**src/hdl/faxm_pkg.sv**
```systemverilog
// package: constants, register map and channel carriers of the fetch read master
// What this block does
// RQ1: write-address valid toward the fetch bus is held low at all times.
// RQ2: write-data valid toward the fetch bus is held low at all times.
// RQ3: write-response ready on the fetch bus is held low at all times.
// RQ4: only reads are issued; write channel ports exist but stay disabled.
// RQ5: every read request carries burst length zero, a single beat.
// RQ6: every read request carries size code three, eight-byte beats.
// RQ7: every read request carries the incrementing burst type code.
// RQ8: every read request is a normal access, lock bit zero.
// RQ9: every read request marks cacheable, bufferable, allocating, cache field all ones.
// RQ10: every read request carries protection code for unprivileged secure instruction.
// RQ11: every read request carries quality-of-service zero.
// RQ12: exactly one system bus protocol per build; this build carries AXI4 only.
// RQ13: nmi, timer and external interrupt inputs are resynchronised before use.
// RQ14: reset vector input gives bits 31:1 of the first fetch after reset.
// RQ15: nmi vector input gives bits 31:1 of the nmi handler fetch.
// RQ16: active-low reset indication, low in reset and during debug-requested reset.
// RQ17: four separate bus clock enables; only the fetch enable gates logic, the other three are only read back in status.
// RQ18: fetch bus signals launched and sampled only on enabled clock edges.
// RQ19: each async input uses two flops; sender holds it two clock cycles.
// RQ20: all flops reset asynchronously; reset released synchronously by the outside. The tag table entries (mem_ff) have no reset.
// RQ21: write ready and response inputs ignored; read data matched by read id.
// RQ22: read request held stable from valid until ready on enabled edge.
package faxm_pkg;

    localparam int fetch_id_width_param = 3;
    localparam int irq_count_param      = 8;
    localparam int id_count             = 1 << fetch_id_width_param;
    localparam int sync_width           = irq_count_param + 2;

    // fixed read request attributes
    localparam logic [7:0] ar_len    = 8'h00;
    localparam logic [2:0] ar_size   = 3'h3;
    localparam logic [1:0] ar_burst  = 2'h1;
    localparam logic       ar_lock   = 1'h0;
    localparam logic [3:0] ar_cache  = 4'hf;
    localparam logic [2:0] ar_prot   = 3'h4;
    localparam logic [3:0] ar_qos    = 4'h0;
    localparam logic [3:0] ar_region = 4'h0;
    localparam logic [1:0] resp_okay = 2'h0;

    // register map, byte addresses
    localparam int          apb_addr_width = 12;
    localparam logic [11:0] off_ctrl       = 12'h000;
    localparam logic [11:0] off_fetch_addr = 12'h004;
    localparam logic [11:0] off_status     = 12'h008;
    localparam logic [11:0] off_rdata_lo   = 12'h00c;
    localparam logic [11:0] off_rdata_hi   = 12'h010;
    localparam logic [11:0] off_rinfo      = 12'h014;
    localparam logic [11:0] off_raddr      = 12'h018;
    localparam logic [11:0] off_irq        = 12'h01c;
    localparam logic [11:0] off_rst_vec    = 12'h020;
    localparam logic [11:0] off_nmi_vec    = 12'h024;

    // ctrl fields
    localparam int         ctrl_en_bit     = 0;
    localparam int         ctrl_dbgrst_bit = 1;
    localparam logic [1:0] ctrl_rst_val    = 2'h1;

    // status fields
    localparam int st_busy_lsb   = 0;
    localparam int st_arvalid    = 8;
    localparam int st_pend       = 9;
    localparam int st_nmi_pend   = 10;
    localparam int st_sw_pend    = 11;
    localparam int st_resp_err   = 12;
    localparam int st_stray      = 13;
    localparam int st_clk_en_lsb = 14;

    // rinfo fields
    localparam int rinfo_resp_lsb  = 3;
    localparam int rinfo_last      = 5;
    localparam int rinfo_count_lsb = 16;

    typedef struct packed {
        logic [fetch_id_width_param-1:0] id;
        logic [31:0]                     addr;
        logic [7:0]                      len;
        logic [2:0]                      size;
        logic [1:0]                      burst;
        logic                            lock;
        logic [3:0]                      cache;
        logic [2:0]                      prot;
        logic [3:0]                      qos;
        logic [3:0]                      region;
    } faxm_addr_t;

    typedef struct packed {
        logic [63:0] data;
        logic [7:0]  strb;
        logic        last;
    } faxm_w_t;

    typedef struct packed {
        logic [fetch_id_width_param-1:0] id;
        logic [1:0]                      resp;
    } faxm_b_t;

    typedef struct packed {
        logic [fetch_id_width_param-1:0] id;
        logic [63:0]                     data;
        logic [1:0]                      resp;
        logic                            last;
    } faxm_r_t;

endpackage

```
**src/hdl/faxm_tag_ram.sv**
```systemverilog
// file: table of request addresses indexed by read id, registered read
`timescale 1ns/100ps
`default_nettype none
module faxm_tag_ram (
    input  wire logic                                     i_ref_clk,
    input  wire logic                                     i_rst_n,
    input  wire logic                                     i_wr_en,
    input  wire logic [faxm_pkg::fetch_id_width_param-1:0] i_wr_idx,
    input  wire logic [31:0]                              i_wr_data,
    input  wire logic                                     i_rd_en,
    input  wire logic [faxm_pkg::fetch_id_width_param-1:0] i_rd_idx,
    output logic      [31:0]                              o_rd_data
);

    logic [31:0] mem_ff [faxm_pkg::id_count];
    logic [31:0] rd_data_ff;

    always_ff @(posedge i_ref_clk) begin
        if (i_wr_en) begin
            mem_ff[i_wr_idx] <= i_wr_data;
        end
    end

    always_ff @(posedge i_ref_clk or negedge i_rst_n) begin
        if (!i_rst_n) begin
            rd_data_ff <= 32'h0000_0000;
        end else if (i_rd_en) begin
            rd_data_ff <= mem_ff[i_rd_idx];
        end
    end

    assign o_rd_data = rd_data_ff;

endmodule // faxm_tag_ram
`default_nettype wire

```
**src/hdl/faxm_fetch_port.sv**
```systemverilog
// file: fetch read master port with apb control and status
//
// Decided for this implementation: the placing of the registers and the APB register port.
`timescale 1ns/100ps
`default_nettype none
module faxm_fetch_port (
    input  wire logic                                     i_ref_clk,
    input  wire logic                                     i_rst_n,
    // bus clock enables
    input  wire logic                                     i_fetch_bus_clk_en,
    input  wire logic                                     i_lsu_bus_clk_en,
    input  wire logic                                     i_dbg_bus_clk_en,
    input  wire logic                                     i_dma_bus_clk_en,
    // vectors and reset indication
    input  wire logic [31:1]                              i_rst_vec,
    input  wire logic [31:1]                              i_nmi_vec,
    output logic                                          o_core_rst_n,
    // asynchronous interrupts and their synchronised levels
    input  wire logic                                     i_nmi_int,
    input  wire logic                                     i_timer_int,
    input  wire logic [faxm_pkg::irq_count_param:1]       i_ext_irq,
    output logic                                          o_nmi_sync,
    output logic                                          o_timer_sync,
    output logic      [faxm_pkg::irq_count_param:1]       o_ext_irq_sync,
    // fetch axi4 write channels, disabled
    output logic                                          o_awvalid,
    input  wire logic                                     i_awready,
    output faxm_pkg::faxm_addr_t                          o_aw,
    output logic                                          o_wvalid,
    input  wire logic                                     i_wready,
    output faxm_pkg::faxm_w_t                             o_w,
    input  wire logic                                     i_bvalid,
    output logic                                          o_bready,
    input  wire faxm_pkg::faxm_b_t                        i_b,
    // fetch axi4 read channels
    output logic                                          o_arvalid,
    input  wire logic                                     i_arready,
    output faxm_pkg::faxm_addr_t                          o_ar,
    input  wire logic                                     i_rvalid,
    output logic                                          o_rready,
    input  wire faxm_pkg::faxm_r_t                        i_r,
    // apb slave
    input  wire logic                                     i_psel,
    input  wire logic                                     i_penable,
    input  wire logic                                     i_pwrite,
    input  wire logic [faxm_pkg::apb_addr_width-1:0]      i_paddr,
    input  wire logic [31:0]                              i_pwdata,
    output logic      [31:0]                              o_prdata,
    output logic                                          o_pready,
    output logic                                          o_pslverr
);

    localparam int idw = faxm_pkg::fetch_id_width_param;

    // ------------------------------------------------------------
    // interrupt synchronisers
    // ------------------------------------------------------------
    logic [faxm_pkg::sync_width-1:0] async_in;
    logic [faxm_pkg::sync_width-1:0] sync1_ff;
    logic [faxm_pkg::sync_width-1:0] sync2_ff;
    logic                            nmi_dly_ff;
    logic                            nmi_edge;

    assign async_in = {i_ext_irq, i_timer_int, i_nmi_int};

    genvar g;
    generate
        for (g = 0; g < faxm_pkg::sync_width; g++) begin : g_sync
            always_ff @(posedge i_ref_clk or negedge i_rst_n) begin
                if (!i_rst_n) begin
                    sync1_ff[g] <= 1'b0;
                    sync2_ff[g] <= 1'b0;
                end else begin
                    sync1_ff[g] <= async_in[g]; // RQ13 RQ19
                    sync2_ff[g] <= sync1_ff[g]; // RQ19
                end
            end
        end
    endgenerate

    assign o_nmi_sync     = sync2_ff[0];
    assign o_timer_sync   = sync2_ff[1];
    assign o_ext_irq_sync = sync2_ff[faxm_pkg::sync_width-1:2];
    assign nmi_edge       = sync2_ff[0] & ~nmi_dly_ff; // RQ13

    // ------------------------------------------------------------
    // write channels, tied off
    // ------------------------------------------------------------
    assign o_awvalid = 1'b0; // RQ1 RQ4
    assign o_wvalid  = 1'b0; // RQ2 RQ4
    assign o_bready  = 1'b0; // RQ3 RQ4
    assign o_aw      = '0;   // RQ4
    assign o_w       = '0;   // RQ4

    // ------------------------------------------------------------
    // apb decode
    // ------------------------------------------------------------
    logic        ack_ff;
    logic [31:0] prdata_ff;
    logic        pslverr_ff;
    logic        access;
    logic        wr_take;
    logic        hit_ctrl;
    logic        hit_fetch;
    logic        hit_status;
    logic        addr_hit;
    logic [31:0] rd_mux;

    assign access     = i_psel & i_penable;
    assign wr_take    = access & ack_ff & i_pwrite;
    assign hit_ctrl   = i_paddr == faxm_pkg::off_ctrl;
    assign hit_fetch  = i_paddr == faxm_pkg::off_fetch_addr;
    assign hit_status = i_paddr == faxm_pkg::off_status;
    assign addr_hit   = hit_ctrl | hit_fetch | hit_status
                      | (i_paddr == faxm_pkg::off_rdata_lo) | (i_paddr == faxm_pkg::off_rdata_hi)
                      | (i_paddr == faxm_pkg::off_rinfo) | (i_paddr == faxm_pkg::off_raddr)
                      | (i_paddr == faxm_pkg::off_irq) | (i_paddr == faxm_pkg::off_rst_vec)
                      | (i_paddr == faxm_pkg::off_nmi_vec);
    assign o_pready   = ack_ff;
    assign o_prdata   = prdata_ff;
    assign o_pslverr  = pslverr_ff;

    // ------------------------------------------------------------
    // control register and reset indication
    // ------------------------------------------------------------
    logic [1:0]  ctrl_ff;
    logic        core_rst_n_ff;
    logic        fetch_en;
    logic        run;

    assign fetch_en     = ctrl_ff[faxm_pkg::ctrl_en_bit];
    assign run          = core_rst_n_ff;
    assign o_core_rst_n = core_rst_n_ff; // RQ16

    // ------------------------------------------------------------
    // request slot and id bookkeeping
    // ------------------------------------------------------------
    logic                  boot_pend_ff;
    logic                  nmi_pend_ff;
    logic                  sw_pend_ff;
    logic [31:0]           sw_addr_ff;
    logic                  pend_ff;
    logic [31:0]           pend_addr_ff;
    logic                  arvalid_ff;
    logic [31:0]           araddr_ff;
    logic [idw-1:0]        arid_ff;
    logic [idw-1:0]        next_id_ff;
    logic [faxm_pkg::id_count-1:0] busy_ff;
    logic                  issue;
    logic                  ar_fire;
    logic                  r_fire;
    logic                  load_slot;
    logic [31:0]           load_addr;
    logic                  stray;
    logic                  resp_err;
    logic [faxm_pkg::id_count-1:0] set_busy;
    logic [faxm_pkg::id_count-1:0] clr_busy;

    assign ar_fire   = arvalid_ff & i_arready & i_fetch_bus_clk_en; // RQ18 RQ22
    assign issue     = i_fetch_bus_clk_en & run & pend_ff & ~arvalid_ff & ~busy_ff[next_id_ff]; // RQ18
    assign o_rready  = 1'b1;
    assign r_fire    = i_rvalid & i_fetch_bus_clk_en; // RQ18
    assign stray     = r_fire & ~busy_ff[i_r.id]; // RQ21
    assign resp_err  = r_fire & (i_r.resp != faxm_pkg::resp_okay);
    assign load_slot = run & (~pend_ff | issue) & (boot_pend_ff | nmi_pend_ff | (sw_pend_ff & fetch_en));
    assign load_addr = boot_pend_ff ? {i_rst_vec, 1'b0} : // RQ14
                       nmi_pend_ff  ? {i_nmi_vec, 1'b0} : // RQ15
                       sw_addr_ff;
    assign set_busy  = issue ? (faxm_pkg::id_count)'(1) << next_id_ff : '0;
    assign clr_busy  = r_fire ? (faxm_pkg::id_count)'(1) << i_r.id : '0; // RQ21

    // fixed read attributes, id and address from flops
    assign o_arvalid    = arvalid_ff;
    assign o_ar.id      = arid_ff;
    assign o_ar.addr    = araddr_ff;
    assign o_ar.len     = faxm_pkg::ar_len;    // RQ5
    assign o_ar.size    = faxm_pkg::ar_size;   // RQ6
    assign o_ar.burst   = faxm_pkg::ar_burst;  // RQ7
    assign o_ar.lock    = faxm_pkg::ar_lock;   // RQ8
    assign o_ar.cache   = faxm_pkg::ar_cache;  // RQ9
    assign o_ar.prot    = faxm_pkg::ar_prot;   // RQ10
    assign o_ar.qos     = faxm_pkg::ar_qos;    // RQ11
    assign o_ar.region  = faxm_pkg::ar_region; // RQ12

    // ------------------------------------------------------------
    // read return capture
    // ------------------------------------------------------------
    logic [63:0]  rdata_ff;
    logic [5:0]   rinfo_ff;
    logic [15:0]  count_ff;
    logic         rnew_ff;
    logic [31:0]  raddr_ff;
    logic [31:0]  tag_q;
    logic         err_ff;
    logic         stray_ff;
    logic [31:0]  status_word;

    faxm_tag_ram u_tag_ram (
        .i_ref_clk (i_ref_clk),
        .i_rst_n   (i_rst_n),
        .i_wr_en   (issue),
        .i_wr_idx  (next_id_ff),
        .i_wr_data (pend_addr_ff),
        .i_rd_en   (r_fire),
        .i_rd_idx  (i_r.id),
        .o_rd_data (tag_q)
    );

    assign status_word = {14'h0000,
                          i_dma_bus_clk_en, i_dbg_bus_clk_en, i_lsu_bus_clk_en, i_fetch_bus_clk_en, // RQ17
                          stray_ff, err_ff, sw_pend_ff, nmi_pend_ff, pend_ff, arvalid_ff, busy_ff};

    assign rd_mux = hit_ctrl   ? {30'h0000_0000, ctrl_ff} :
                    hit_fetch  ? sw_addr_ff :
                    hit_status ? status_word :
                    (i_paddr == faxm_pkg::off_rdata_lo) ? rdata_ff[31:0] :
                    (i_paddr == faxm_pkg::off_rdata_hi) ? rdata_ff[63:32] :
                    (i_paddr == faxm_pkg::off_rinfo)    ? {count_ff, 10'h000, rinfo_ff} :
                    (i_paddr == faxm_pkg::off_raddr)    ? raddr_ff :
                    (i_paddr == faxm_pkg::off_irq)      ? {22'h00_0000, sync2_ff} :
                    (i_paddr == faxm_pkg::off_rst_vec)  ? {i_rst_vec, 1'b0} :
                    (i_paddr == faxm_pkg::off_nmi_vec)  ? {i_nmi_vec, 1'b0} :
                    32'h0000_0000;

    // ------------------------------------------------------------
    // flops, all reset asynchronously
    // ------------------------------------------------------------
    always_ff @(posedge i_ref_clk or negedge i_rst_n) begin
        if (!i_rst_n) begin // RQ20
            ack_ff     <= 1'b0;
            prdata_ff  <= 32'h0000_0000;
            pslverr_ff <= 1'b0;
        end else begin
            ack_ff <= access & ~ack_ff;
            if (access & ~ack_ff) begin
                prdata_ff  <= (i_pwrite | ~addr_hit) ? 32'h0000_0000 : rd_mux;
                pslverr_ff <= ~addr_hit;
            end else begin
                pslverr_ff <= 1'b0;
            end
        end
    end

    always_ff @(posedge i_ref_clk or negedge i_rst_n) begin
        if (!i_rst_n) begin
            ctrl_ff       <= faxm_pkg::ctrl_rst_val;
            core_rst_n_ff <= 1'b0;
            nmi_dly_ff    <= 1'b0;
        end else begin
            if (wr_take & hit_ctrl) begin
                ctrl_ff <= i_pwdata[1:0];
            end
            core_rst_n_ff <= ~ctrl_ff[faxm_pkg::ctrl_dbgrst_bit]; // RQ16
            nmi_dly_ff    <= sync2_ff[0];
        end
    end

    // pending sources: set wins over the clear by loading
    always_ff @(posedge i_ref_clk or negedge i_rst_n) begin
        if (!i_rst_n) begin
            boot_pend_ff <= 1'b1;
            nmi_pend_ff  <= 1'b0;
            sw_pend_ff   <= 1'b0;
            sw_addr_ff   <= 32'h0000_0000;
        end else begin
            boot_pend_ff <= ~run | (boot_pend_ff & ~load_slot); // RQ14 RQ16
            nmi_pend_ff  <= run & (nmi_edge | (nmi_pend_ff & ~(load_slot & ~boot_pend_ff))); // RQ15
            sw_pend_ff   <= run & ((wr_take & hit_fetch)
                          | (sw_pend_ff & ~(load_slot & ~boot_pend_ff & ~nmi_pend_ff)));
            if (wr_take & hit_fetch) begin
                sw_addr_ff <= i_pwdata;
            end
        end
    end

    always_ff @(posedge i_ref_clk or negedge i_rst_n) begin
        if (!i_rst_n) begin
            pend_ff      <= 1'b0;
            pend_addr_ff <= 32'h0000_0000;
            arvalid_ff   <= 1'b0;
            araddr_ff    <= 32'h0000_0000;
            arid_ff      <= '0;
            next_id_ff   <= '0;
        end else begin
            pend_ff <= run & (load_slot | (pend_ff & ~issue));
            if (load_slot) begin
                pend_addr_ff <= load_addr;
            end
            if (issue) begin
                arvalid_ff <= 1'b1;
                araddr_ff  <= pend_addr_ff;
                arid_ff    <= next_id_ff;
                next_id_ff <= next_id_ff + 1'b1;
            end else if (ar_fire) begin
                arvalid_ff <= 1'b0; // RQ22
            end
        end
    end

    always_ff @(posedge i_ref_clk or negedge i_rst_n) begin
        if (!i_rst_n) begin
            busy_ff  <= '0;
            err_ff   <= 1'b0;
            stray_ff <= 1'b0;
        end else begin
            busy_ff  <= (busy_ff & ~clr_busy) | set_busy; // RQ21
            err_ff   <= resp_err | (err_ff & ~(wr_take & hit_status & i_pwdata[faxm_pkg::st_resp_err]));
            stray_ff <= stray | (stray_ff & ~(wr_take & hit_status & i_pwdata[faxm_pkg::st_stray]));
        end
    end

    always_ff @(posedge i_ref_clk or negedge i_rst_n) begin
        if (!i_rst_n) begin
            rdata_ff <= 64'h0000_0000_0000_0000;
            rinfo_ff <= 6'h00;
            count_ff <= 16'h0000;
            rnew_ff  <= 1'b0;
            raddr_ff <= 32'h0000_0000;
        end else begin
            rnew_ff <= r_fire;
            if (r_fire) begin
                rdata_ff <= i_r.data;
                rinfo_ff <= {i_r.last, i_r.resp, i_r.id}; // RQ21
                count_ff <= count_ff + 16'h0001;
            end
            if (rnew_ff) begin
                raddr_ff <= tag_q; // RQ21
            end
        end
    end

endmodule // faxm_fetch_port
`default_nettype wire

```
**config.mk**
```make
export PLATFORM = sky130hd
export DESIGN_NAME = faxm_fetch_port
export DESIGN_NICKNAME = d
export VERILOG_FILES = /design/src/hdl/faxm_pkg.sv /design/src/hdl/faxm_tag_ram.sv /design/src/hdl/faxm_fetch_port.sv
export SDC_FILE = /design/constraint.sdc
export NUM_CORES = 1
export LEC_CHECK = 0
export BUFFER_PORTS_ARGS = -buffer_cell sky130_fd_sc_hd__buf_2
export CAP_MARGIN = 0
export CELL_PAD_IN_SITES_DETAIL_PLACEMENT = 0
export CELL_PAD_IN_SITES_GLOBAL_PLACEMENT = 1
export CORE_MARGIN = 2
export CORE_UTILIZATION = 40
export DETAILED_ROUTE_END_ITERATION = 8
export HOLD_SLACK_MARGIN = 0.05
export PLACE_DENSITY = 0.72
export SLEW_MARGIN = 20
export SYNTH_ARGS = -nofsm -noshare
export SYNTH_HDL_FRONTEND = slang
export SYNTH_HIERARCHICAL = 1
export SYNTH_SLANG_ARGS = --single-unit
```
**constraint.sdc**
```tcl
create_clock -name i_ref_clk -period 6.36 [get_ports i_ref_clk]
set_clock_uncertainty 0.15 [all_clocks]
set_input_delay 0.954 -clock i_ref_clk [delete_from_list [all_inputs] [get_ports i_ref_clk]]
set_output_delay 0.954 -clock i_ref_clk [all_outputs]
set_load 0.005 [all_outputs]
```
Word level (Yosys, flattened, before mapping)
Memory sizes are Yosys's and may differ from the RTL's. A register that Yosys moved wholly into a read port is not among the register bits.
Cells that the tools add are included.
{"block": "totals", "regBits": 294, "ramBits": 256, "output_inout_bits": 251, "elab_cells": 160, "memories": 1}
{"block": "classes", "add_sub_neg": 2, "magnitude_cmp": 2, "n_eq_ne": 9, "shifts": 2, "n_mux": 24, "n_bitwise": 72, "reduce_logical": 4}
{"memory": "u_tag_ram.mem_ff", "words": 8, "word_bits": 32, "rd": 1, "rd_ports_with_merged_regs": 1, "write_ports": 1, "line": "faxm_tag_ram.sv:15", "text": "logic [31:0] mem_ff [faxm_pkg::id_count];"}
{"cell": "$mux 32", "n": 13}
{"cell": "$eq 12x5->1 const B", "n": 4}
{"cell": "$and 1x1->1", "n": 33}
{"cell": "$eq 12x4->1 const B", "n": 2}
{"cell": "$eq 12x6->1 const B", "n": 2}
{"cell": "$or 1x1->1", "n": 19}
{"cell": "$not 1->1", "n": 17}
{"cell": "$add 16x1->16 const B", "n": 1}
{"cell": "$mux 8", "n": 2}
{"cell": "$shl 1x3->8 const A", "n": 2}
{"cell": "$eq 12x3->1 const B", "n": 1}
{"cell": "$logic_not 12->1", "n": 1}
{"cell": "$and 8x8->8", "n": 1}
{"cell": "$lt 3x4->1 const B", "n": 2}
{"cell": "$not 8->8", "n": 1}
{"cell": "$or 8x8->8", "n": 1}
{"cell": "$mux 1", "n": 7}
{"cell": "$bmux 1 s3", "n": 2}
{"cell": "$reduce_bool 2->1", "n": 2}
{"cell": "$add 3x1->3 const B", "n": 1}
{"cell": "$logic_not 1->1", "n": 1}

Depth between registers and ports, before layout
Gate-level depths: netlist of run 1.
{"block": "depth", "depth_word": 13, "depth_mapped": 9, "mapped_depth_nobuf": 6}

Hierarchy
Netlist of run 1, hierarchy kept.
{"module": "faxm_fetch_port", "n_inst": 1, "cells_each": 1531, "area_per_inst_um2": 15437.3}
{"module": "faxm_tag_ram", "n_inst": 1, "cells_each": 635, "area_per_inst_um2": 11254.5}

Worst setup path before layout of run 1
OpenSTA, ideal clock, no wires.
{"block": "synth_timing", "path_kind": "register to register", "from": "register next_id_ff[0]", "to": "memory u_tag_ram.mem_ff[4][0], enable pin", "setup_ns": 0.461, "arrival_ns": 4.081, "t_required_ns": 5.749, "path_slack_ns": 1.668, "path_stages_with_launch": 10, "path_buffers": 3, "period_less_slack_ns": 4.692, "path_cell_list": "dfrtp_1 -> buf_2 -> mux2_2 -> a2bb2oi_1 -> a21o_1 -> buf_2 -> inv_1 -> buf_2 -> nand2_1 -> nor3_1"}
{"block": "synth_between", "elab_chain_cells": 6}
{"item": "from (decl)", "line": "faxm_fetch_port.sv:147", "text": "logic [idw-1:0] next_id_ff;"}
{"item": "from (signal assigned)", "line": "faxm_fetch_port.sv:293", "text": "next_id_ff <= next_id_ff + 1'b1;"}
{"item": "$bmux 1 s3", "line": "faxm_fetch_port.sv:160", "text": "assign issue = i_fetch_bus_clk_en & run & pend_ff & ~arvalid_ff & ~busy_ff[next_id_ff];"}
{"item": "$mux 1 (implied by the code)", "line": "faxm_fetch_port.sv:160"}
{"item": "$not 1->1", "line": "faxm_fetch_port.sv:160"}
{"item": "$and 1x1->1", "line": "faxm_fetch_port.sv:160"}
{"item": "via issue", "line": "faxm_fetch_port.sv:149", "text": "logic issue;"}
{"item": "$mux 1", "line": "faxm_tag_ram.sv:19", "text": "if (i_wr_en) begin"}
{"item": "$mux 1 (implied by the code)", "line": "faxm_tag_ram.sv:20", "text": "mem_ff[i_wr_idx] <= i_wr_data;"}
{"item": "to (decl)", "line": "faxm_tag_ram.sv:15"}
The timed path passes the listed nets, and every way through them passes these cells. The select of a mux whose other input is x is not followed.

Worst setup path after layout of run 1
{"block": "layout_timing", "from": "register next_id_ff[0]", "to": "memory u_tag_ram.mem_ff[0][18], enable pin"}
{"block": "layout_between", "elab_chain_cells": 6}
{"item": "$bmux 1 s3", "line": "faxm_fetch_port.sv:160"}
{"item": "$mux 1 (implied by the code)", "line": "faxm_fetch_port.sv:160"}
{"item": "$not 1->1", "line": "faxm_fetch_port.sv:160"}
{"item": "$and 1x1->1", "line": "faxm_fetch_port.sv:160"}
{"item": "$mux 1", "line": "faxm_tag_ram.sv:19"}
{"item": "$mux 1 (implied by the code)", "line": "faxm_tag_ram.sv:20"}
Several ways; a longest one is shown, not always the timed one. The select of a mux whose other input is x is not followed.

==> flow_summary.yaml, run 1 <==
clocking:
  cts_root_buf: "clkbuf_16"
  clockBufferDepth: 3
  cts_tree: "done"
  cts_sinks: 582
  insertion_delay_ps: 640
  cts_made_buffers: 58
  cts.clk_slew.worst_paths_ps: 60
  post_cts_buffers: 0
  post_cts_resize_count: 0
  cts.htree.levels: 2
  ctsHoldBuffers: 0
drt:
  avgViaCountPerCell: 5.290
  route.met2.wl_um: 36130
  routed_wl_um: 76250
  vias: 17488
  route.met3.wl_um: 4127
  top_layer: "met5"
  avgRoutedWirePerCell_um: 23.06
  wl_met1_um: 33900
  drt_pass1_iterations: 5
  ant_nets: 0
  drc_errors: 0
  drt-initial-drc-count: 1236
synth:
  post_synth_instance_area_um2: 26690
  ys_seq_area_share_pct: 59.37
  synthDistinctLibCells: 80
  synthFlopType: "dfrtp_1"
  avgSynthCellArea_um2: 12.32
  synthArstFlopShare_pct: 56.01
  synth_enable_flop_cells: 256
  netlist_instances: 2166
  synth-seq-cells: 582
  yosys_warnings: 6
floorplan:
  dieWidth_um: 262.3
  design.die.area_um2: 68810
  rows: 94
  die_h_um: 262.3
  core-area_um2: 65860
  pin_count: 456
  start_util_pct: 40.53
setup_path:
  r2r_setup_slack_ps: 2660
  max_stage_delay_ps: 650
  regToRegEndpoint: "u_tag_ram/mem_ff[0][18]"
  slowest_stage: "dfrtp_1"
  worstReg2RegStart: "next_id_ff[0]"
  crit_chain: "mux2_2 > a2bb2oi_1 > a21o_1 > inv_2 > buf_4 > nand2b_1 > nor3_2 > buf_4"
  startpoint: "next_id_ff[0]"
  crit_type: "reg -> reg"
  crit_path_start_kind: "register"
  cp_data_required_time_ps: 6460
  crit_path_end: "u_tag_ram/mem_ff[0][18]"
  worstRegToRegCells: 8
  crit_top_cell: "buf_4"
  arrival_ps: 3800
  endpoint_kind: "register"
  cp_max_fo: 41
power_and_ir_drop:
  peakVddDrop_mv: 0.1979
  power-per-cell-area_nw_per_um2: 352.8
  leakage_nw: 13.34
timing:
  slew_headroom_pct: 25.68
  finalCritPeriodShare_pct: 58.20
  final_max_slew_viol_count: 0
  fmax_mhz: 270.2
  layout_setup_ws_ps: 2659
  timing.final.hold_violations: 0
  min_period_ps: 3702
  rsz0062_at_grt: "false"
  finalSetupViolCount: 0
  hold_slack_ps: 149.1
  worst_slew_pin_slew_ps: 1112
  fin_setup_tns_ps: 0
job:
  drv_cap: 0
worst_hold_path:
  hp-class: "in -> async"
global_routing:
  grt_usage_pct: 21.54
  grt_max_degree: 129
  antenna_found_initial: 6
  grt-ovfl-total: 0
  grt_pass1_vias: 17722
  grt_pass1_wl_um: 114100
final_layout:
  final_common_cell: "dfrtp_1"
  final_cell_area_um2: 30130
  nets: 2604
  drive_gt1_share_pct: 23.83
  fillCellCount: 6031
  antenna_cells: 0
  final_cell_mix: "dfrtp_1, nand2_1, buf_2, edfxtp_1, conb_1"
  areaGrowthSynthToFinish_pct: 12.86
place:
  gp_congestion: 0.8668
  place_ws_ps: 1831
  placed_cell_area_um2: 28100
  hpwl_um: 51130
  io_buffers: 277
run_status:
  outcome: "finished, final reports clean"
==> metal layers <==
| layer | vias to the layer above | global-route usage [%] |
|---|---|---|
| met2 | 568 | 34.67 |
| met4 | 2 | 6.081 |
| met3 | 105 | 3.533 |
| met1 | 8900 | 30.17 |
| li1 | 7913 | - |
| met5 | - | 0 |
==> cell type report <==
type / count / area, um2 / share of cell area, %
Inverter: 11 / 43.79 / 0.1454
Sequential cell: 582 / 15850 / 52.62
Clock buffer: 74 / 1551 / 5.150
Tap cell: 864 / 1081 / 3.589
Multi-Input combinational cell: 1431 / 9467 / 31.42
Timing Repair Buffer: 308 / 1667 / 5.532
Clock inverter: 36 / 464.2 / 1.541
==> sequential cells by signal, summed over array words and instances (netlist names), 10 cells and up <==
name	flops
sync1_ff	10
u_tag_ram/o_rd_data	32
u_tag_ram/mem_ff	256
rdata_ff	64
o_prdata	32
sw_addr_ff	32
araddr_ff	32
raddr_ff	32
pend_addr_ff	32
count_ff	16
==> cells by family (layout without fill, tap and decap cells) <==
group | Yosys count | count (layout) | synth area share [%]
XOR/XNOR | 17 | 17 | 0.5578
adder cells (fa/ha/maj) | 7 | 7 | 0.3281
buffers and inverters | 321 | 429 | 7.777
multiplexers | 297 | 297 | 11.98
flip-flops | 582 | 582 | 59.37
AO/OA/AOI/OAI | 369 | 369 | 9.778
AND/OR/NAND/NOR | 571 | 571 | 10.18
other | 2 | 170 | 0.02814
==> power breakdown <==
| group | switching, W | internal, W | leakage (nW) |
|---|---|---|---|
| combinational | 0.000937 | 0.000788 | 5.88 |
| clock | 0.00150 | 0.00211 | 0.995 |
| sequential | 0.000615 | 0.00468 | 6.47 |
==> worst max-delay path, delay by kind of cell, from the launching register on <==
family          cells  cell delay (ps)
flops               1              650
simple gates        2              420
compound gates      2              500
buf+inv             3             1150
mux                 1              410
==> synth_stat cells (13+ instances only) <==
cell      instances  share of area (%)
o31ai_1          17               0.48
mux2_2          136                5.7
buf_4           179                5.0
o21a_1           13               0.37
mux2i_1         154                5.8
clkbuf_1         64               0.90
a211o_1          32                1.1
xnor2_1          15               0.49
a21o_1           17               0.48
nand3_1          47               0.88
nand2_1         312                4.4
a21oi_1          78                1.5
a41o_1           32                1.2
o21ai_0          66                1.2
buf_6            17               0.72
buf_2            38               0.71
a22oi_1          41                1.2
edfxtp_1        256                 29
and3_1           17               0.40
nor2_1           56               0.79
dfrtp_1         324                 30
nor2b_1          71                1.7
==> how the worst min path moves through the flow <==
| stage | from | to | slack (ps) | depth (start not counted) |
|---|---|---|---|---|
| 5_1_grt | sync1_ff[5] | o_ext_irq_sync[4] | 210 | 0 |
| 6_report | i_rst_n | count_ff[11] | 150 | 1 |
| 3_5_place_dp | sync1_ff[5] | o_ext_irq_sync[4] | 190 | 0 |
| 4_1_cts | i_rst_n | count_ff[11] | 200 | 1 |
| 2_1_floorplan | sync1_ff[2] | o_ext_irq_sync[1] | 180 | 0 |
| 3_3_place_gp | sync1_ff[4] | o_ext_irq_sync[3] | 180 | 0 |
==> stage by stage <==
step                utilization (%)  power [W]  std cells
floorplan                         -   0.006313       2334
global placement              42.65   0.007025       3195
detailed placement            42.67   0.007100       3196
CTS                           45.73    0.01071       3306
global route                  45.74    0.01109       3306
finish                        45.74    0.01063       3306
Power figures use the tool's default switching activity.
==> inputs of run 2 (changes only) <==
--- a/config.mk
+++ b/config.mk
@@ -13,7 +13,7 @@
 export CORE_UTILIZATION = 40
 export DETAILED_ROUTE_END_ITERATION = 8
 export HOLD_SLACK_MARGIN = 0.05
-export PLACE_DENSITY = 0.72
+export PLACE_DENSITY = 0.75
 export SLEW_MARGIN = 20
 export SYNTH_ARGS = -nofsm -noshare
 export SYNTH_HDL_FRONTEND = slang
==> constraint.sdc (replaced) <==
create_clock -name i_ref_clk -period 3.4 [get_ports i_ref_clk]
set_clock_uncertainty 0.15 [all_clocks]
set_input_delay 0.51 -clock i_ref_clk [delete_from_list [all_inputs] [get_ports i_ref_clk]]
set_output_delay 0.51 -clock i_ref_clk [all_outputs]
set_load 0.005 [all_outputs]
==> run 2 against run 1 <==
Against the previous run: flip-flop and latch count unchanged; largest cell class unchanged; final area up 5.3%; worst hold slack worse by 57 ps; critical endpoint is now u_tag_ram/mem_ff[7][30].
==> flow_summary.yaml, run 2 (synthesized netlist as in run 1, its figures left out) <==
setup_path:
  cp_max_fo: 17
  crit_path_start_kind: "register"
  startpoint: "next_id_ff[0]"
  arrival_ps: 3270
  cp_data_required_time_ps: 3540
  crit_chain: "mux2_2 > a2bb2oi_1 > a21o_1 > inv_2 > nand2_1 > nor2_2 > buf_4"
  worstReg2RegStart: "next_id_ff[0]"
  crit_type: "reg -> reg"
  endpoint_kind: "register"
  max_stage_delay_ps: 730
  slowest_stage: "dfrtp_1"
clocking:
  cts_sinks: 582
  post_cts_buffers: 0
  cts_made_buffers: 60
  insertion_delay_ps: 630
  post_cts_resize_count: 0
  clockBufferDepth: 3
  cts_tree: "done"
  ctsHoldBuffers: 108
  cts.clk_slew.worst_paths_ps: 70
  cts.htree.levels: 2
  cts_root_buf: "clkbuf_16"
place:
  gp_congestion: 0.9090
  hpwl_um: 53980
  io_buffers: 277
worst_hold_path:
  hp-class: "in -> reg"
  hp-start: "i_arready"
final_layout:
  areaGrowthSynthToFinish_pct: 18.83
  final_cell_mix: "dfrtp_1, nand2_1, buf_2, edfxtp_1, conb_1"
  nets: 2743
  fin_util_pct: 48.16
  antenna_cells: 0
  final_common_cell: "dfrtp_1"
  drive_gt1_share_pct: 23.65
  top_regs: "u_tag_ram/mem_ff x256, rdata_ff x64"
  largest_register_ffs: 256
  regMostFlops: "u_tag_ram/mem_ff"
power_and_ir_drop:
  power-per-cell-area_nw_per_um2: 645.0
  p_sw_w: 0.005831
  seqPwrFrac_pct: 48.7
  leakage_nw: 14.04
  intPower_w: 0.01463
  combPwrFrac_pct: 16.7
  total_power_w: 0.02046
  p_clk_share_pct: 34.6
  peakVddDrop_mv: 0.4708
  swShare_pct: 28.50
job:
  drv_cap: 0
global_routing:
  grt_pass1_wl_um: 115900
  grt-ovfl-total: 0
  antenna_found_initial: 0
  grt_max_degree: 72
  grt_usage_pct: 21.82
  grt_pass1_vias: 18316
drt:
  vias: 18201
  ant_nets: 0
  avgViaCountPerCell: 5.280
  drt-initial-drc-count: 1508
  avgRoutedWirePerCell_um: 22.35
  drt_pass1_iterations: 6
  routed_wl_um: 77050
  drc_errors: 0
timing:
  timing.final.hold_violations: 0
  worst_slew_pin_slew_ps: 754.2
  rsz0062_at_grt: "false"
  slew_headroom_pct: 49.34
  finalSetupViolCount: 0
  min_period_ps: 3130
  final_max_slew_viol_count: 0
  fmax_mhz: 319.5
  finalCritPeriodShare_pct: 92.05
floorplan:
  design.die.area_um2: 68810
  core-area_um2: 65860
  dieWidth_um: 262.3
  die_h_um: 262.3
  pin_count: 456
  start_util_pct: 40.53
  rows: 94
run_status:
  outcome: "finished, final reports clean"
run 2: changes by cell type in the layout (fill, tap and decap cells not counted), sizes merged:
| cell | previous run | this run |
|---|---|---|
| clkinv | 23 | 21 |
| dlygate4sd3 | 0 | 108 |
| bufinv | 9 | 10 |
| buf | 308 | 337 |
| clkbuf | 74 | 78 |
| inv | 13 | 14 |
run 2: final cells by class:
cell class / instances / area [um2]
clock inverter: 36 / 473.0
clock buffer: 78 / 1660
timing repair buffer: 445 / 3149
multi-input combinational: 1431 / 9460
sequential: 582 / 15850
inverter: 11 / 43.79
tap: 864 / 1081
fill: 5933 / 34150
run 2: worst max-delay path: cells and delay by family, from the launching register on:
kind / cells / cell delay (ps)
AO/OA/AOI/OAI: 2 / 490
buffers and inverters: 2 / 580
flip-flops: 1 / 730
multiplexers: 1 / 430
AND/OR/NAND/NOR: 2 / 420
run 2: metal layers:
layer  up-vias  GRT usage, %  share of wire (%)
met5         -             0                  0
met3       120         3.120                6.1
li1       8195             -                  -
met4         0         7.002                2.9
met1      9209         29.67                 42
met2       677         36.08                 48
run 2: through the flow:
stage	setup slack [ps]	TNS, ps	instances	hold WS, ps	cell area, um2
floorplan	-469.7	-111660	2334	64.41	27330
global placement	393.8	0	3225	182.5	28500
detailed placement	289.9	0	3225	184.7	28500
CTS	261.1	0	3447	57.12	31720
global route	111.7	0	3447	61.41	31720
finish	270.4	0	3447	91.91	31720
run 2: power by group through the flow:
stage	registers, W	clock network (W)	logic, W
after global placement	0.0100	0	0.00324
after floorplan	0.00948	0	0.00233
final	0.00997	0.00707	0.00342
after detailed placement	0.0101	0	0.00332
after CTS	0.00998	0.00717	0.00343
after global routing	0.0101	0.00745	0.00372
run 2: path summary, 6_finish.rpt:
path	slack, ps	endpoint	depth (start not counted)
worst max-delay path	270	u_tag_ram/mem_ff[7][30]	7
worst min-delay path	90	o_arvalid	4
worst max register to register	270	u_tag_ram/mem_ff[7][30]	7
worst min register to register	200	o_ext_irq_sync[2]	0
max in group asynchronous	1960	rdata_ff[16]	3
min in group asynchronous	290	araddr_ff[16]	2
==> inputs of run 3 (changes only) <==
==> constraint.sdc (replaced) <==
create_clock -name i_ref_clk -period 3.4 [get_ports i_ref_clk]
set_clock_uncertainty 0.15 [all_clocks]
set_input_delay 0.17 -clock i_ref_clk [delete_from_list [all_inputs] [get_ports i_ref_clk]]
set_output_delay 0.17 -clock i_ref_clk [all_outputs]
set_load 0.005 [all_outputs]
==> run 3 against run 2 <==
Against the previous run: worst setup slack got worse by 230 ps; worst hold slack got worse by 64 ps; non-clock buffer count rose by 124; total power fell by 2.9%; wire length rose by 3.0%; cell count rose by 3.5%; global-route usage rose by 0.52 points; register-to-register slack improved by 150 ps; fmax fell by 6.8%.
==> flow_summary.yaml, run 3 (synthesized netlist as in run 1, its figures left out) <==
global_routing:
  grt_pass1_wl_um: 119200
  grt_pass1_vias: 19054
  grt-ovfl-total: 0
  grt_max_degree: 94
  antenna_found_initial: 0
  grt_usage_pct: 22.34
power_and_ir_drop:
  peakVddDrop_mv: 0.3813
  power-per-cell-area_nw_per_um2: 609.6
  leakage_nw: 14.41
clocking:
  post_cts_buffers: 0
  cts_sinks: 582
  clockBufferDepth: 3
  insertion_delay_ps: 630
  cts_root_buf: "clkbuf_16"
  cts.htree.levels: 2
  cts_made_buffers: 58
  cts.clk_slew.worst_paths_ps: 60
  cts_tree: "done"
drt:
  vias: 18888
  avgRoutedWirePerCell_um: 22.25
  routed_wl_um: 79340
  ant_nets: 0
  drt_pass1_iterations: 7
  drt-initial-drc-count: 1713
  drc_errors: 0
  avgViaCountPerCell: 5.297
setup_path:
  endpoint_kind: "register"
  crit_path_start_kind: "input port"
  cp_max_fo: 19
  crit_type: "in -> reg"
  startpoint: "i_paddr[7]"
  cp_data_required_time_ps: 3810
  arrival_ps: 3770
  worstReg2RegStart: "o_pready"
  worstRegToRegCells: 7
worst_hold_path:
  hp-class: "in -> async"
timing:
  slew_headroom_pct: 33.29
  fmax_mhz: 297.8
  rsz0062_at_grt: "false"
  min_period_ps: 3358
  timing.final.hold_violations: 0
  worst_slew_pin_slew_ps: 1001
  finalSetupViolCount: 0
  finalCritPeriodShare_pct: 98.77
  final_max_slew_viol_count: 0
floorplan:
  core-area_um2: 65860
  design.die.area_um2: 68810
  dieWidth_um: 262.3
  die_h_um: 262.3
  rows: 94
  start_util_pct: 40.53
  pin_count: 456
final_layout:
  largest_register_ffs: 256
  top_regs: "u_tag_ram/mem_ff x256, rdata_ff x64"
  antenna_cells: 0
  areaGrowthSynthToFinish_pct: 22.13
  nets: 2865
  drive_gt1_share_pct: 21.95
  regMostFlops: "u_tag_ram/mem_ff"
  fin_util_pct: 49.49
  final_cell_mix: "dfrtp_1, nand2_1, buf_2, edfxtp_1, dlygate4sd3_1"
  final_cells: 3566
  final_common_cell: "dfrtp_1"
place:
  placed_cells: 3219
  hpwl_um: 54060
  io_buffers: 277
  gp_congestion: 0.9231
job:
  drv_cap: 0
run_status:
  outcome: "finished, final reports clean"
==> run 3: metal layers <==
layer	share of wire, %	track usage, %
met5	0	0
met2	48	36.39
met3	5.9	3.036
met1	43	30.91
met4	3.1	7.325
==> run 3: report_power, final <==
part	internal [W]	switching, W	leakage (nW)
clock	0.00345	0.00280	0.906
sequential	0.00875	0.00122	6.47
combinational	0.00182	0.00182	7.03
total	0.0140	0.00585	14.4
==> run 3: final timing paths <==
check	endpoint	slack (ps)
worst min-delay path	raddr_ff[12]	30
worst min register to register	o_ext_irq_sync[5]	200
worst max register to register	o_prdata[1]	420
max in group asynchronous	rdata_ff[62]	2170
worst max-delay path	o_prdata[14]	40
min in group i_ref_clk	o_prdata[22]	80
==> run 3: worst max-delay path: stages <==
cell	delay [ps]
dlygate4sd3_1	540
buf_2	200
or4b_1	860
nor2_8	430
a22oi_1	130
o221ai_1	120
dlygate4sd3_1	620
a31o_1	140
dlygate4sd3_1	540
==> run 3: cell type report <==
class                   count  area (um2)
well taps                 864        1081
repair buffers            569        4322
clock buffers              77        1587
inverters                  11       43.79
fillers                  5789       33270
multi-input cells        1431        9460
flip-flops and latches    582       15850
clock inverters            32       255.2
==> run 3: timing repair <==
| item | CTS | global route |
|---|---|---|
| setup endpoints to repair | 0 | 1 |
| endpoints found under the hold margin | 428 | 0 |
| resized for setup | 0 | 1 |
| hold buffers | 238 | 0 |
==> run 3: through the flow <==
| step | cell area (um2) | TNS (ps) | total power [W] | setup slack, ps | hold slack (ps) |
|---|---|---|---|---|---|
| after global placement | 28370 | 0 | 0.01326 | 562.1 | 128.8 |
| after detailed placement | 28370 | 0 | 0.01340 | 526.4 | 130.0 |
| final | 32600 | 0 | 0.01987 | 41.82 | 27.59 |
| after floorplan | 27330 | -111660 | 0.01181 | -469.7 | -275.6 |
| after CTS | 32590 | 0 | 0.01993 | 105.3 | 53.67 |
| after global routing | 32600 | 0 | 0.02069 | 8.629 | 80.41 |
